`config.mk`:
```
export PLATFORM = sky130hd
export DESIGN_NAME = aie_core
export DESIGN_NICKNAME = d
export VERILOG_FILES = /design/src/common/aie_pkg.sv /design/src/core/aie_phase.sv /design/src/core/aie_alu.sv /design/src/core/aie_core.sv
export VERILOG_INCLUDE_DIRS = /design/src /design/src/common
export SDC_FILE = /design/constraint.sdc
export NUM_CORES = 1
export LEC_CHECK = 0
export BUFFER_PORTS_ARGS = -buffer_cell sky130_fd_sc_hd__buf_2
export CORE_ASPECT_RATIO = 2
export CORE_UTILIZATION = 48
export CTS_CLUSTER_SIZE = 16
export DETAILED_ROUTE_END_ITERATION = 12
export GPL_TIMING_DRIVEN = 0
export PLACE_DENSITY = 0.72
export SYNTH_ARGS = -nofsm -noshare
export SYNTH_HDL_FRONTEND = slang
export SYNTH_SLANG_ARGS = --single-unit
```
`constraint.sdc`:
```
create_clock -name clk_in -period 7.68 [get_ports clk_in]
set_input_delay 0.384 -clock clk_in [delete_from_list [all_inputs] [get_ports clk_in]]
set_output_delay 0.384 -clock clk_in [all_outputs]
set_load 0.01 [all_outputs]
```
`src/common/aie_consts.svh`:
```
`ifndef AIE_CONSTS_SVH
`define AIE_CONSTS_SVH

// ----------------------------------------------------------------------------
// Register map of the software port
// ----------------------------------------------------------------------------
`define AIE_REG_CTRL     3'h0
`define AIE_REG_WREG     3'h1
`define AIE_REG_FLAGS    3'h2
`define AIE_REG_BANK     3'h3
`define AIE_REG_OPERAND  3'h4
`define AIE_REG_STATE    3'h5

// ----------------------------------------------------------------------------
// Field positions and reset values
// ----------------------------------------------------------------------------
`define AIE_CTRL_PSC_BIT 0
`define AIE_FLAG_C       0
`define AIE_FLAG_HALF    1
`define AIE_FLAG_Z       2
`define AIE_FLAG_RANGE   3
`define AIE_FLAG_N       4
`define AIE_CTRL_RST     8'h00
`define AIE_WREG_RST     8'h00
`define AIE_FLAGS_RST    5'h00
`define AIE_BANK_RST     4'h0
`define AIE_PC_RST       16'h0000

// ----------------------------------------------------------------------------
// Data memory addresses and timing
// ----------------------------------------------------------------------------
`define AIE_TIMER_ZERO_ADDR 12'hF10
`define AIE_PORT_ADDR       12'hF00
`define AIE_ACCESS_HI       4'hF
`define AIE_ACCESS_LO       4'h0
`define AIE_PHASES          2'h3
`define AIE_IDLE_WORD       16'h0000

`endif

```
`src/common/aie_pkg.sv`:
```
package aie_pkg;

  // Phase of one instruction cycle.
  typedef enum logic [1:0] {
    AIE_Q1 = 2'b00,
    AIE_Q2 = 2'b01,
    AIE_Q3 = 2'b10,
    AIE_Q4 = 2'b11
  } aie_phase_t;

endpackage

```
`src/core/aie_phase.sv`:
```
`timescale 1ns/1ps
`include "aie_consts.svh"

// Divides the clock into the four phases of one instruction cycle.
module aie_phase
  import aie_pkg::*;
(
  input  wire logic       clk_in,
  input  wire logic       resetn_in,
  output aie_phase_t      phase_out,
  output logic            cycle_end_out
);

  // ----------------------------------------------------------------------------
  // Phase counter
  // ----------------------------------------------------------------------------
  // The counter wraps after the fourth phase; cycle_end marks the last phase.
  always_ff @(posedge clk_in or negedge resetn_in) begin
    if (!resetn_in) begin
      phase_out <= AIE_Q1;
    end else begin
      phase_out <= aie_phase_t'(phase_out + 2'h1);
    end
  end

  assign cycle_end_out = (phase_out == AIE_Q4);

endmodule // aie_phase

```
`src/core/aie_alu.sv`:
```
`timescale 1ns/1ps
`include "aie_consts.svh"

// Eight-bit adder with the arithmetic flags of the add instructions.
module aie_alu (
  input  wire logic [7:0] acc_in,
  input  wire logic [7:0] opnd_in,
  output logic [7:0]      sum_out,
  output logic [4:0]      flags_out
);

  // ----------------------------------------------------------------------------
  // Sum and flags
  // ----------------------------------------------------------------------------
  logic [8:0] full_sum;
  logic [4:0] low_sum;

  // The half sum gives the carry out of the low nibble.
  assign full_sum = {1'b0, acc_in} + {1'b0, opnd_in};
  assign low_sum  = {1'b0, acc_in[3:0]} + {1'b0, opnd_in[3:0]};
  assign sum_out  = full_sum[7:0];

  assign flags_out[`AIE_FLAG_C]  = full_sum[8];
  assign flags_out[`AIE_FLAG_HALF] = low_sum[4];
  assign flags_out[`AIE_FLAG_Z]  = (full_sum[7:0] == 8'h00);
  // Signed range is exceeded when both inputs agree in sign and the sum does not.
  assign flags_out[`AIE_FLAG_RANGE] = (acc_in[7] == opnd_in[7]) && (full_sum[7] != acc_in[7]);
  assign flags_out[`AIE_FLAG_N]  = full_sum[7];

endmodule // aie_alu

```
`src/core/aie_core.sv`:
```
`timescale 1ns/1ps
`include "aie_consts.svh"

//
// Contract
// - Port read-modify-write uses pin levels
// - Write to timer_zero clears assigned prescaler
// - Taken branch costs two cycles, second no_operation
// - Second word runs as no_operation unless consumed
// - Started table write runs until terminated
// - add_immediate adds literal to accumulator, sets flags
// - add_to_file_register adds, d picks destination
module aie_core
  import aie_pkg::*;
#(
  parameter int PC_W = 16
) (
  input  wire logic            clk_in,
  input  wire logic            resetn_in,
  // Program memory.
  input  wire logic [15:0]     instr_in,
  output logic      [PC_W-1:0] pmem_addr_out,
  // Data memory.
  output logic      [11:0]     dmem_addr_out,
  output logic                 dmem_rd_out,
  input  wire logic [7:0]      dmem_rdata_in,
  output logic                 dmem_wr_out,
  output logic      [7:0]      dmem_wdata_out,
  // Port pins and timer.
  input  wire logic [7:0]      port_pins_in,
  output logic                 psc_clear_out,
  // Table write engine.
  output logic                 tblwr_busy_out,
  input  wire logic            tblwr_done_in,
  // Software register port.
  input  wire logic [2:0]      reg_addr_in,
  input  wire logic [7:0]      reg_wdata_in,
  input  wire logic            reg_wr_in,
  input  wire logic            reg_rd_in,
  output logic      [7:0]      reg_rdata_out
);

  // ----------------------------------------------------------------------------
  // Phase generation and state
  // ----------------------------------------------------------------------------
  aie_phase_t      phase;
  logic            cycle_end;
  logic [15:0]     ir_q;
  logic [7:0]      wreg_q;
  logic [4:0]      flags_q;
  logic [3:0]      bank_q;
  logic [7:0]      ctrl_q;
  logic [11:0]     operand_q;
  logic            flush_q;
  logic            second_q;
  logic            tblwr_q;
  logic [7:0]      opnd_q;
  logic [7:0]      res_q;
  logic [4:0]      res_flags_q;
  logic            taken_q;
  logic [PC_W-1:0] pc_q;
  logic [11:0]     daddr_q;
  logic            psc_q;
  logic            dwr_q;
  logic            drd_q;
  logic [7:0]      rdata_q;

  aie_phase u_phase (
    .clk_in        (clk_in),
    .resetn_in     (resetn_in),
    .phase_out     (phase),
    .cycle_end_out (cycle_end)
  );

  // ----------------------------------------------------------------------------
  // Decode
  // ----------------------------------------------------------------------------
  // In the first phase the fetched word is decoded directly; later phases use the held copy.
  logic        in_q1;
  logic        in_q2;
  logic        in_q3;
  logic [15:0] word_fetch;
  logic [15:0] word;

  assign in_q1 = (phase == AIE_Q1);
  assign in_q2 = (phase == AIE_Q2);
  assign in_q3 = (phase == AIE_Q3);
  // A flushed slot or a consumed second word is replaced by a no_operation.
  assign word_fetch = (flush_q || second_q) ? `AIE_IDLE_WORD : instr_in;
  assign word       = in_q1 ? word_fetch : ir_q;

  logic is_addk;
  logic is_addf;
  logic is_bcond;
  logic is_bra;
  logic is_two;
  logic is_tblwr;
  logic dest_file;

  assign is_addk   = (word[15:8] == 8'h0F);
  assign is_addf   = (word[15:10] == 6'b001001);
  assign is_bcond  = (word[15:11] == 5'b11100);
  assign is_bra    = (word[15:11] == 5'b11010);
  assign is_two    = (word[15:10] == 6'b111011);
  assign is_tblwr  = (word[15:2] == 14'h0003);
  assign dest_file = word[9];

  // ----------------------------------------------------------------------------
  // Data addressing
  // ----------------------------------------------------------------------------
  // The a bit chooses bank_select addressing; otherwise the access bank splits at 0x80.
  logic [11:0] daddr;
  assign daddr = word[8] ? {bank_q, word[7:0]} :
                 (word[7] ? {`AIE_ACCESS_HI, word[7:0]} : {`AIE_ACCESS_LO, word[7:0]});

  // Port reads take the pins rather than the output latch, so a read-modify-write
  // cannot echo a stale latch value onto a pin that something else drives.
  logic       is_port;
  logic [7:0] file_val;
  assign is_port  = (daddr_q == `AIE_PORT_ADDR);
  assign file_val = is_port ? port_pins_in : dmem_rdata_in;

  // ----------------------------------------------------------------------------
  // Arithmetic
  // ----------------------------------------------------------------------------
  logic [7:0] sum;
  logic [4:0] sum_flags;

  aie_alu u_alu (
    .acc_in    (wreg_q),
    .opnd_in   (opnd_q),
    .sum_out   (sum),
    .flags_out (sum_flags)
  );

  // ----------------------------------------------------------------------------
  // Branch condition and target
  // ----------------------------------------------------------------------------
  logic            cond_true;
  logic [PC_W-1:0] pc_next;
  logic [PC_W-1:0] br_off;

  always_comb begin
    case (word[10:8])
      3'h0:    cond_true = flags_q[`AIE_FLAG_Z];
      3'h1:    cond_true = !flags_q[`AIE_FLAG_Z];
      3'h2:    cond_true = flags_q[`AIE_FLAG_C];
      3'h3:    cond_true = !flags_q[`AIE_FLAG_C];
      3'h4:    cond_true = flags_q[`AIE_FLAG_RANGE];
      3'h5:    cond_true = !flags_q[`AIE_FLAG_RANGE];
      3'h6:    cond_true = flags_q[`AIE_FLAG_N];
      default: cond_true = !flags_q[`AIE_FLAG_N];
    endcase
  end

  assign br_off  = is_bra ? PC_W'({{(PC_W-11){word[10]}}, word[10:0]}) :
                            PC_W'({{(PC_W-8){word[7]}}, word[7:0]});
  assign pc_next = taken_q ? PC_W'(pc_q + br_off + PC_W'(1)) : PC_W'(pc_q + PC_W'(1));

  // ----------------------------------------------------------------------------
  // Software port decode
  // ----------------------------------------------------------------------------
  logic       wr_ctrl;
  logic       wr_wreg;
  logic       wr_flags;
  logic       wr_bank;
  logic [7:0] rd_mux;

  assign wr_ctrl  = reg_wr_in && (reg_addr_in == `AIE_REG_CTRL);
  assign wr_wreg  = reg_wr_in && (reg_addr_in == `AIE_REG_WREG);
  assign wr_flags = reg_wr_in && (reg_addr_in == `AIE_REG_FLAGS);
  assign wr_bank  = reg_wr_in && (reg_addr_in == `AIE_REG_BANK);

  always_comb begin
    case (reg_addr_in)
      `AIE_REG_CTRL:    rd_mux = ctrl_q;
      `AIE_REG_WREG:    rd_mux = wreg_q;
      `AIE_REG_FLAGS:   rd_mux = {3'h0, flags_q};
      `AIE_REG_BANK:    rd_mux = {4'h0, bank_q};
      `AIE_REG_OPERAND: rd_mux = operand_q[7:0];
      `AIE_REG_STATE:   rd_mux = {5'h0, second_q, flush_q, tblwr_q};
      default:          rd_mux = 8'h00;
    endcase
  end

  // Read data stand only in the cycle after the strobe.
  always_ff @(posedge clk_in or negedge resetn_in) begin
    if (!resetn_in) begin
      rdata_q <= 8'h00;
    end else begin
      rdata_q <= reg_rd_in ? rd_mux : 8'h00;
    end
  end

  // ----------------------------------------------------------------------------
  // Phase sequencing
  // ----------------------------------------------------------------------------
  // Q1 decodes and issues the read, Q2 takes the operand, Q3 computes, Q4 writes.
  always_ff @(posedge clk_in or negedge resetn_in) begin
    if (!resetn_in) begin
      ir_q        <= `AIE_IDLE_WORD;
      daddr_q     <= 12'h000;
      drd_q       <= 1'b0;
      opnd_q      <= 8'h00;
      res_q       <= 8'h00;
      res_flags_q <= `AIE_FLAGS_RST;
      dwr_q       <= 1'b0;
      psc_q       <= 1'b0;
      taken_q     <= 1'b0;
    end else begin
      drd_q <= 1'b0;
      dwr_q <= 1'b0;
      psc_q <= 1'b0;
      if (in_q1) begin
        ir_q    <= word_fetch;
        daddr_q <= daddr;
        drd_q   <= is_addf;
        taken_q <= is_bra || (is_bcond && cond_true);
      end
      if (in_q2) begin
        opnd_q <= is_addk ? word[7:0] : file_val;
      end
      if (in_q3) begin
        res_q       <= sum;
        res_flags_q <= sum_flags;
        dwr_q       <= is_addf && dest_file;
        // Any write to the timer count restarts its prescaler when one is assigned.
        psc_q       <= is_addf && dest_file && (daddr_q == `AIE_TIMER_ZERO_ADDR)
                       && ctrl_q[`AIE_CTRL_PSC_BIT];
      end
    end
  end

  // ----------------------------------------------------------------------------
  // Architectural state
  // ----------------------------------------------------------------------------
  // The core's own Q4 write wins over a software write in the same cycle.
  always_ff @(posedge clk_in or negedge resetn_in) begin
    if (!resetn_in) begin
      wreg_q  <= `AIE_WREG_RST;
      flags_q <= `AIE_FLAGS_RST;
      bank_q  <= `AIE_BANK_RST;
      ctrl_q  <= `AIE_CTRL_RST;
    end else begin
      if (wr_ctrl) begin
        ctrl_q <= reg_wdata_in;
      end
      if (wr_bank) begin
        bank_q <= reg_wdata_in[3:0];
      end
      if (cycle_end && (is_addk || is_addf)) begin
        flags_q <= res_flags_q;
      end else if (wr_flags) begin
        flags_q <= reg_wdata_in[4:0];
      end
      if (cycle_end && (is_addk || (is_addf && !dest_file))) begin
        wreg_q <= res_q;
      end else if (wr_wreg) begin
        wreg_q <= reg_wdata_in;
      end
    end
  end

  // ----------------------------------------------------------------------------
  // Program flow
  // ----------------------------------------------------------------------------
  // A taken branch loads the target and forces the next slot to a no_operation.
  // The model does not prefetch, so the flushed slot is an explicit idle cycle.
  // That slot holds the counter; advancing it would skip the branch target.
  always_ff @(posedge clk_in or negedge resetn_in) begin
    if (!resetn_in) begin
      pc_q      <= `AIE_PC_RST;
      flush_q   <= 1'b0;
      second_q  <= 1'b0;
      operand_q <= 12'h000;
    end else if (cycle_end) begin
      pc_q    <= flush_q ? pc_q : pc_next;
      flush_q <= taken_q;
      // The word after a two-word opener is kept as its operand, never executed.
      second_q <= is_two && !second_q;
      if (second_q) begin
        operand_q <= instr_in[11:0];
      end
    end
  end

  // ----------------------------------------------------------------------------
  // Table write engine
  // ----------------------------------------------------------------------------
  // Once started the write holds busy until memory reports completion, whatever
  // the instruction stream does meanwhile; a repeated start cannot cut it short.
  always_ff @(posedge clk_in or negedge resetn_in) begin
    if (!resetn_in) begin
      tblwr_q <= 1'b0;
    end else if (in_q3 && is_tblwr) begin
      tblwr_q <= 1'b1;
    end else if (tblwr_done_in) begin
      tblwr_q <= 1'b0;
    end
  end

  // ----------------------------------------------------------------------------
  // Outputs
  // ----------------------------------------------------------------------------
  assign pmem_addr_out  = pc_q;
  assign dmem_addr_out  = daddr_q;
  assign dmem_rd_out    = drd_q;
  assign dmem_wr_out    = dwr_q;
  assign dmem_wdata_out = res_q;
  assign psc_clear_out  = psc_q;
  assign tblwr_busy_out = tblwr_q;
  assign reg_rdata_out  = rdata_q;

endmodule // aie_core

```
==> run_results.csv <==
group,metric,value,unit
floorplanning,die_w,85.44,microns
timing,period_needed,5.143,ns
clock_network,numCtsBuffers,17,
clock_network,cts_root_buffer,"clkbuf_16",
critical_path,cp.buffers_inverters,4,
yosys,synth_xor_area_frac,0.02359,
power,ir_drop,0.0001990,V
min_path,hold_class,"in -> async",
critical_path,r2r_start,"u_phase.phase_out[0]",
global_route,antenna_found_initial,0,
layout,finalNetCount,849,
global_route,grt_max_degree,66,
timing,slew_headroom,0.3415,
power,p_leak,3.681,nW
yosys,syn-num-nets,735,
critical_path,worstSetupStartpointType,"register",
drt,first_pass_iters,5,
yosys,synthFlopType,"dfrtp_1",
place,dp_hpwl,14690,microns
global_route,grt_pass1_vias,5949,
drt,post-route-drc-count,0,
yosys,yosys.area_share.simple,0.1423,
drt,wl_per_cell,20.67,microns
timing,finClkSkew,0.01118,ns
yosys,netlist_instances,656,
yosys,yosysTopAreaCell,"dfrtp_1",
clock_network,ctsHtreeMaxLevel,4,
global_route,grtUsageTotal,0.2822,
floorplanning,start_util,0.4946,
yosys,synth_edf_count,0,
clock_network,tritoncts,"yes",
timing,finalCritPeriodShare,0.6697,
critical_path,cpPeakStageDelay,0.75,ns
clock_network,clk_pin_slew,0.06,ns
critical_path,cpMaxStageDelayCell,"mux2i_1",
yosys,yosysUniqueCellTypes,62,
timing,fin_setup_tns,0,ns
floorplanning,die_h,168.9,microns
timing,report.final.slew_viol_count,0,
clock_network,cts_buffer_depth,2,
timing,rsz0062_at_grt,"no",
layout,layout_commonest_cell,"dfrtp_1",
global_route,gr-total-overflow,0,
yosys,synth_area,6684,sq um
power,power_density,315.7,nW/um^2
critical_path,cp-end-kind,"register",
critical_path,ff2ff_path_depth,17,
yosys,synth_compound_area_frac,0.1380,
critical_path,crit_family,"compound AO/OA/AOI/OAI gates",
place,gp_congestion,0.9399,
clock_network,cts_hold_buf,0,
place,port_buffers,94,
clock_network,cts_setup_buffers,0,
yosys,synth_area_leaders,"dfrtp_1 43%, mux2_2 10%, ha_1 5.4%",
critical_path,arrival,5.43,ns
place,placed_cells,906,
yosys,async_reset_ff_frac,1.000,
floorplanning,core_area,13510,sq um
layout,antennaDiodeCount,0,
layout,final_cells,938,
yosys,synth_top_area_share,0.4268,
drt,ant_nets,0,
clock_network,worstSkewPairLatency,0.42,ns
critical_path,rr_endpoint,"pmem_addr_out[15]",
global_route,grt_pass1_wl,30570,microns
drt,vias_per_cell,6.086,
critical_path,regToRegSetupSlack,2.54,ns
critical_path,cp_max_fo,10,
yosys,ys_ff_latch,114,
clock_network,post_cts_resized,0,
yosys,ys_seq_area_frac,0.4268,
yosys,syn_avg_cell_area,10.19,sq um
critical_path,worstPathRequired,7.96,ns
job,cap_violations,0,
layout,drive_gt1_frac,0.2695,
drt,first_iter_violations,287,
floorplanning,rows,60,
drt,vias,5709,
timing,setup-violations-final,0,
clock_network,cts_sinks,114,
critical_path,crit_chain,"inv_1 > ha_1 > buf_4 > nor2b_1 > a31o_2 > clkbuf_1 > nor4_2 > mux2i_1 > ha_1 > clkbuf_1 > a21oi_1 > o21ai_0 > a2111o_1 > o21ai_0 > nor3_1 > a2111oi_0 > nand3_1",
floorplanning,ioPinCount,96,
yosys,muxShareOfSynthArea,0.1681,
floorplanning,dieArea,14430,sq um
yosys,synth-warning-count,0,
layout,final_cell_mix,"114 x dfrtp_1, 93 x buf_2, 60 x mux2_2, 51 x nor2_1, 47 x a21oi_1",
layout,syn2layout_area_growth,19.66,%
yosys,synth_top_family_by_area,"multiplexers",
critical_path,critPathKind,"reg -> reg",
yosys,synthAdderAreaFrac,0.06028,
outcome,status,"finished, final reports clean",
timing,fmaxAchievable,0.1944,GHz
timing,worst_pin_slew,0.9774,ns
timing,hold_violations,0,
drt,drt-total-wl,19390,microns
## cell usage after synthesis, types with 4 or more instances
| library cell | n |
|---|---|
| nor3_1 | 13 |
| dfrtp_1 | 114 |
| nand3_1 | 10 |
| mux2_2 | 60 |
| o22ai_1 | 5 |
| o21bai_1 | 4 |
| o21ai_0 | 27 |
| nand2_1 | 29 |
| and2_1 | 7 |
| or3_1 | 6 |
| clkbuf_1 | 22 |
| mux2i_1 | 32 |
| buf_1 | 5 |
| and3_1 | 6 |
| ha_1 | 29 |
| inv_1 | 37 |
| a21oi_1 | 47 |
| nor4_1 | 4 |
| nor2b_1 | 19 |
| a21o_1 | 5 |
| o21a_1 | 8 |
| xor2_1 | 9 |
| nand2b_1 | 9 |
| a31oi_1 | 10 |
| xnor2_1 | 9 |
| a22oi_1 | 6 |
| mux2_4 | 4 |
| nor2_1 | 51 |
| nand4_1 | 11 |
| o22a_1 | 5 |
## state kept, by name, summed over array words and instances (netlist names), 5 cells and up
name	flops
ir_q	16
pmem_addr_out	16
dmem_addr_out	12
ctrl_q	8
dmem_wdata_out	8
operand_q	8
opnd_q	8
reg_rdata_out	8
wreg_q	8
flags_q	5
## layout make-up
type / count / area, sq um
tap: 155 / 193.9
multi-input combinational: 473 / 3566
buffer: 30 / 127.6
clock inverter: 13 / 157.7
inverter: 39 / 146.4
clock buffer: 19 / 452.9
fill: 1158 / 5515
sequential: 114 / 2853
timing repair buffer: 95 / 500.5
## per-layer routing
layer / GRT usage / vias to the layer above / routed length [microns]
met5: 0 / - / 0
met3: 0.05412 / 76 / 759
met2: 0.5200 / 206 / 10720
met4: 0.2130 / 0 / 1447
li1: - / 2595 / -
met1: 0.2687 / 2832 / 6464
## worst max path at each step
| stage | from | to | slack, ns | depth (start not counted) |
|---|---|---|---|---|
| 6_report | u_phase.phase_out[0] | pmem_addr_out[15] | 2.54 | 17 |
| 3_5_place_dp | u_phase.phase_out[0] | pmem_addr_out[15] | 2.51 | 17 |
| 3_3_place_gp | u_phase.phase_out[0] | pmem_addr_out[15] | 2.75 | 17 |
| 2_1_floorplan | u_phase.phase_out[0] | pmem_addr_out[15] | 3.37 | 17 |
| 5_1_grt | u_phase.phase_out[0] | pmem_addr_out[15] | 1.98 | 17 |
| 4_1_cts | u_phase.phase_out[0] | pmem_addr_out[15] | 2.47 | 17 |
## through the flow
stage	utilization	power, mW	hold slack, ns	area (sq um)	setup slack, ns
after floorplan	-	1.411	0.08841	6684	3.373
after global placement	0.5438	1.662	0.4792	7348	2.747
after detailed placement	0.5467	1.696	0.4722	7387	2.512
after CTS	0.5919	2.527	0.03077	7998	2.471
after global routing	0.5919	2.662	0.06949	7998	1.985
final	0.5919	2.525	0.01923	7998	2.537
## power breakdown
group	internal (mW)	total [mW]	switching (mW)
combinational	0.377	0.845	0.468
clock	0.526	0.814	0.288
sequential	0.721	0.865	0.144
total	1.62	2.52	0.900
## cells by family after synthesis
| kind of cell | count (synthesis) |
|---|---|
| compound gates | 144 |
| xor+xnor | 18 |
| buf+inv | 69 |
| flops | 114 |
| simple gates | 181 |
| mux | 99 |
| fa+ha+maj | 31 |
No activity file was read; power rests on OpenSTA's default activity.
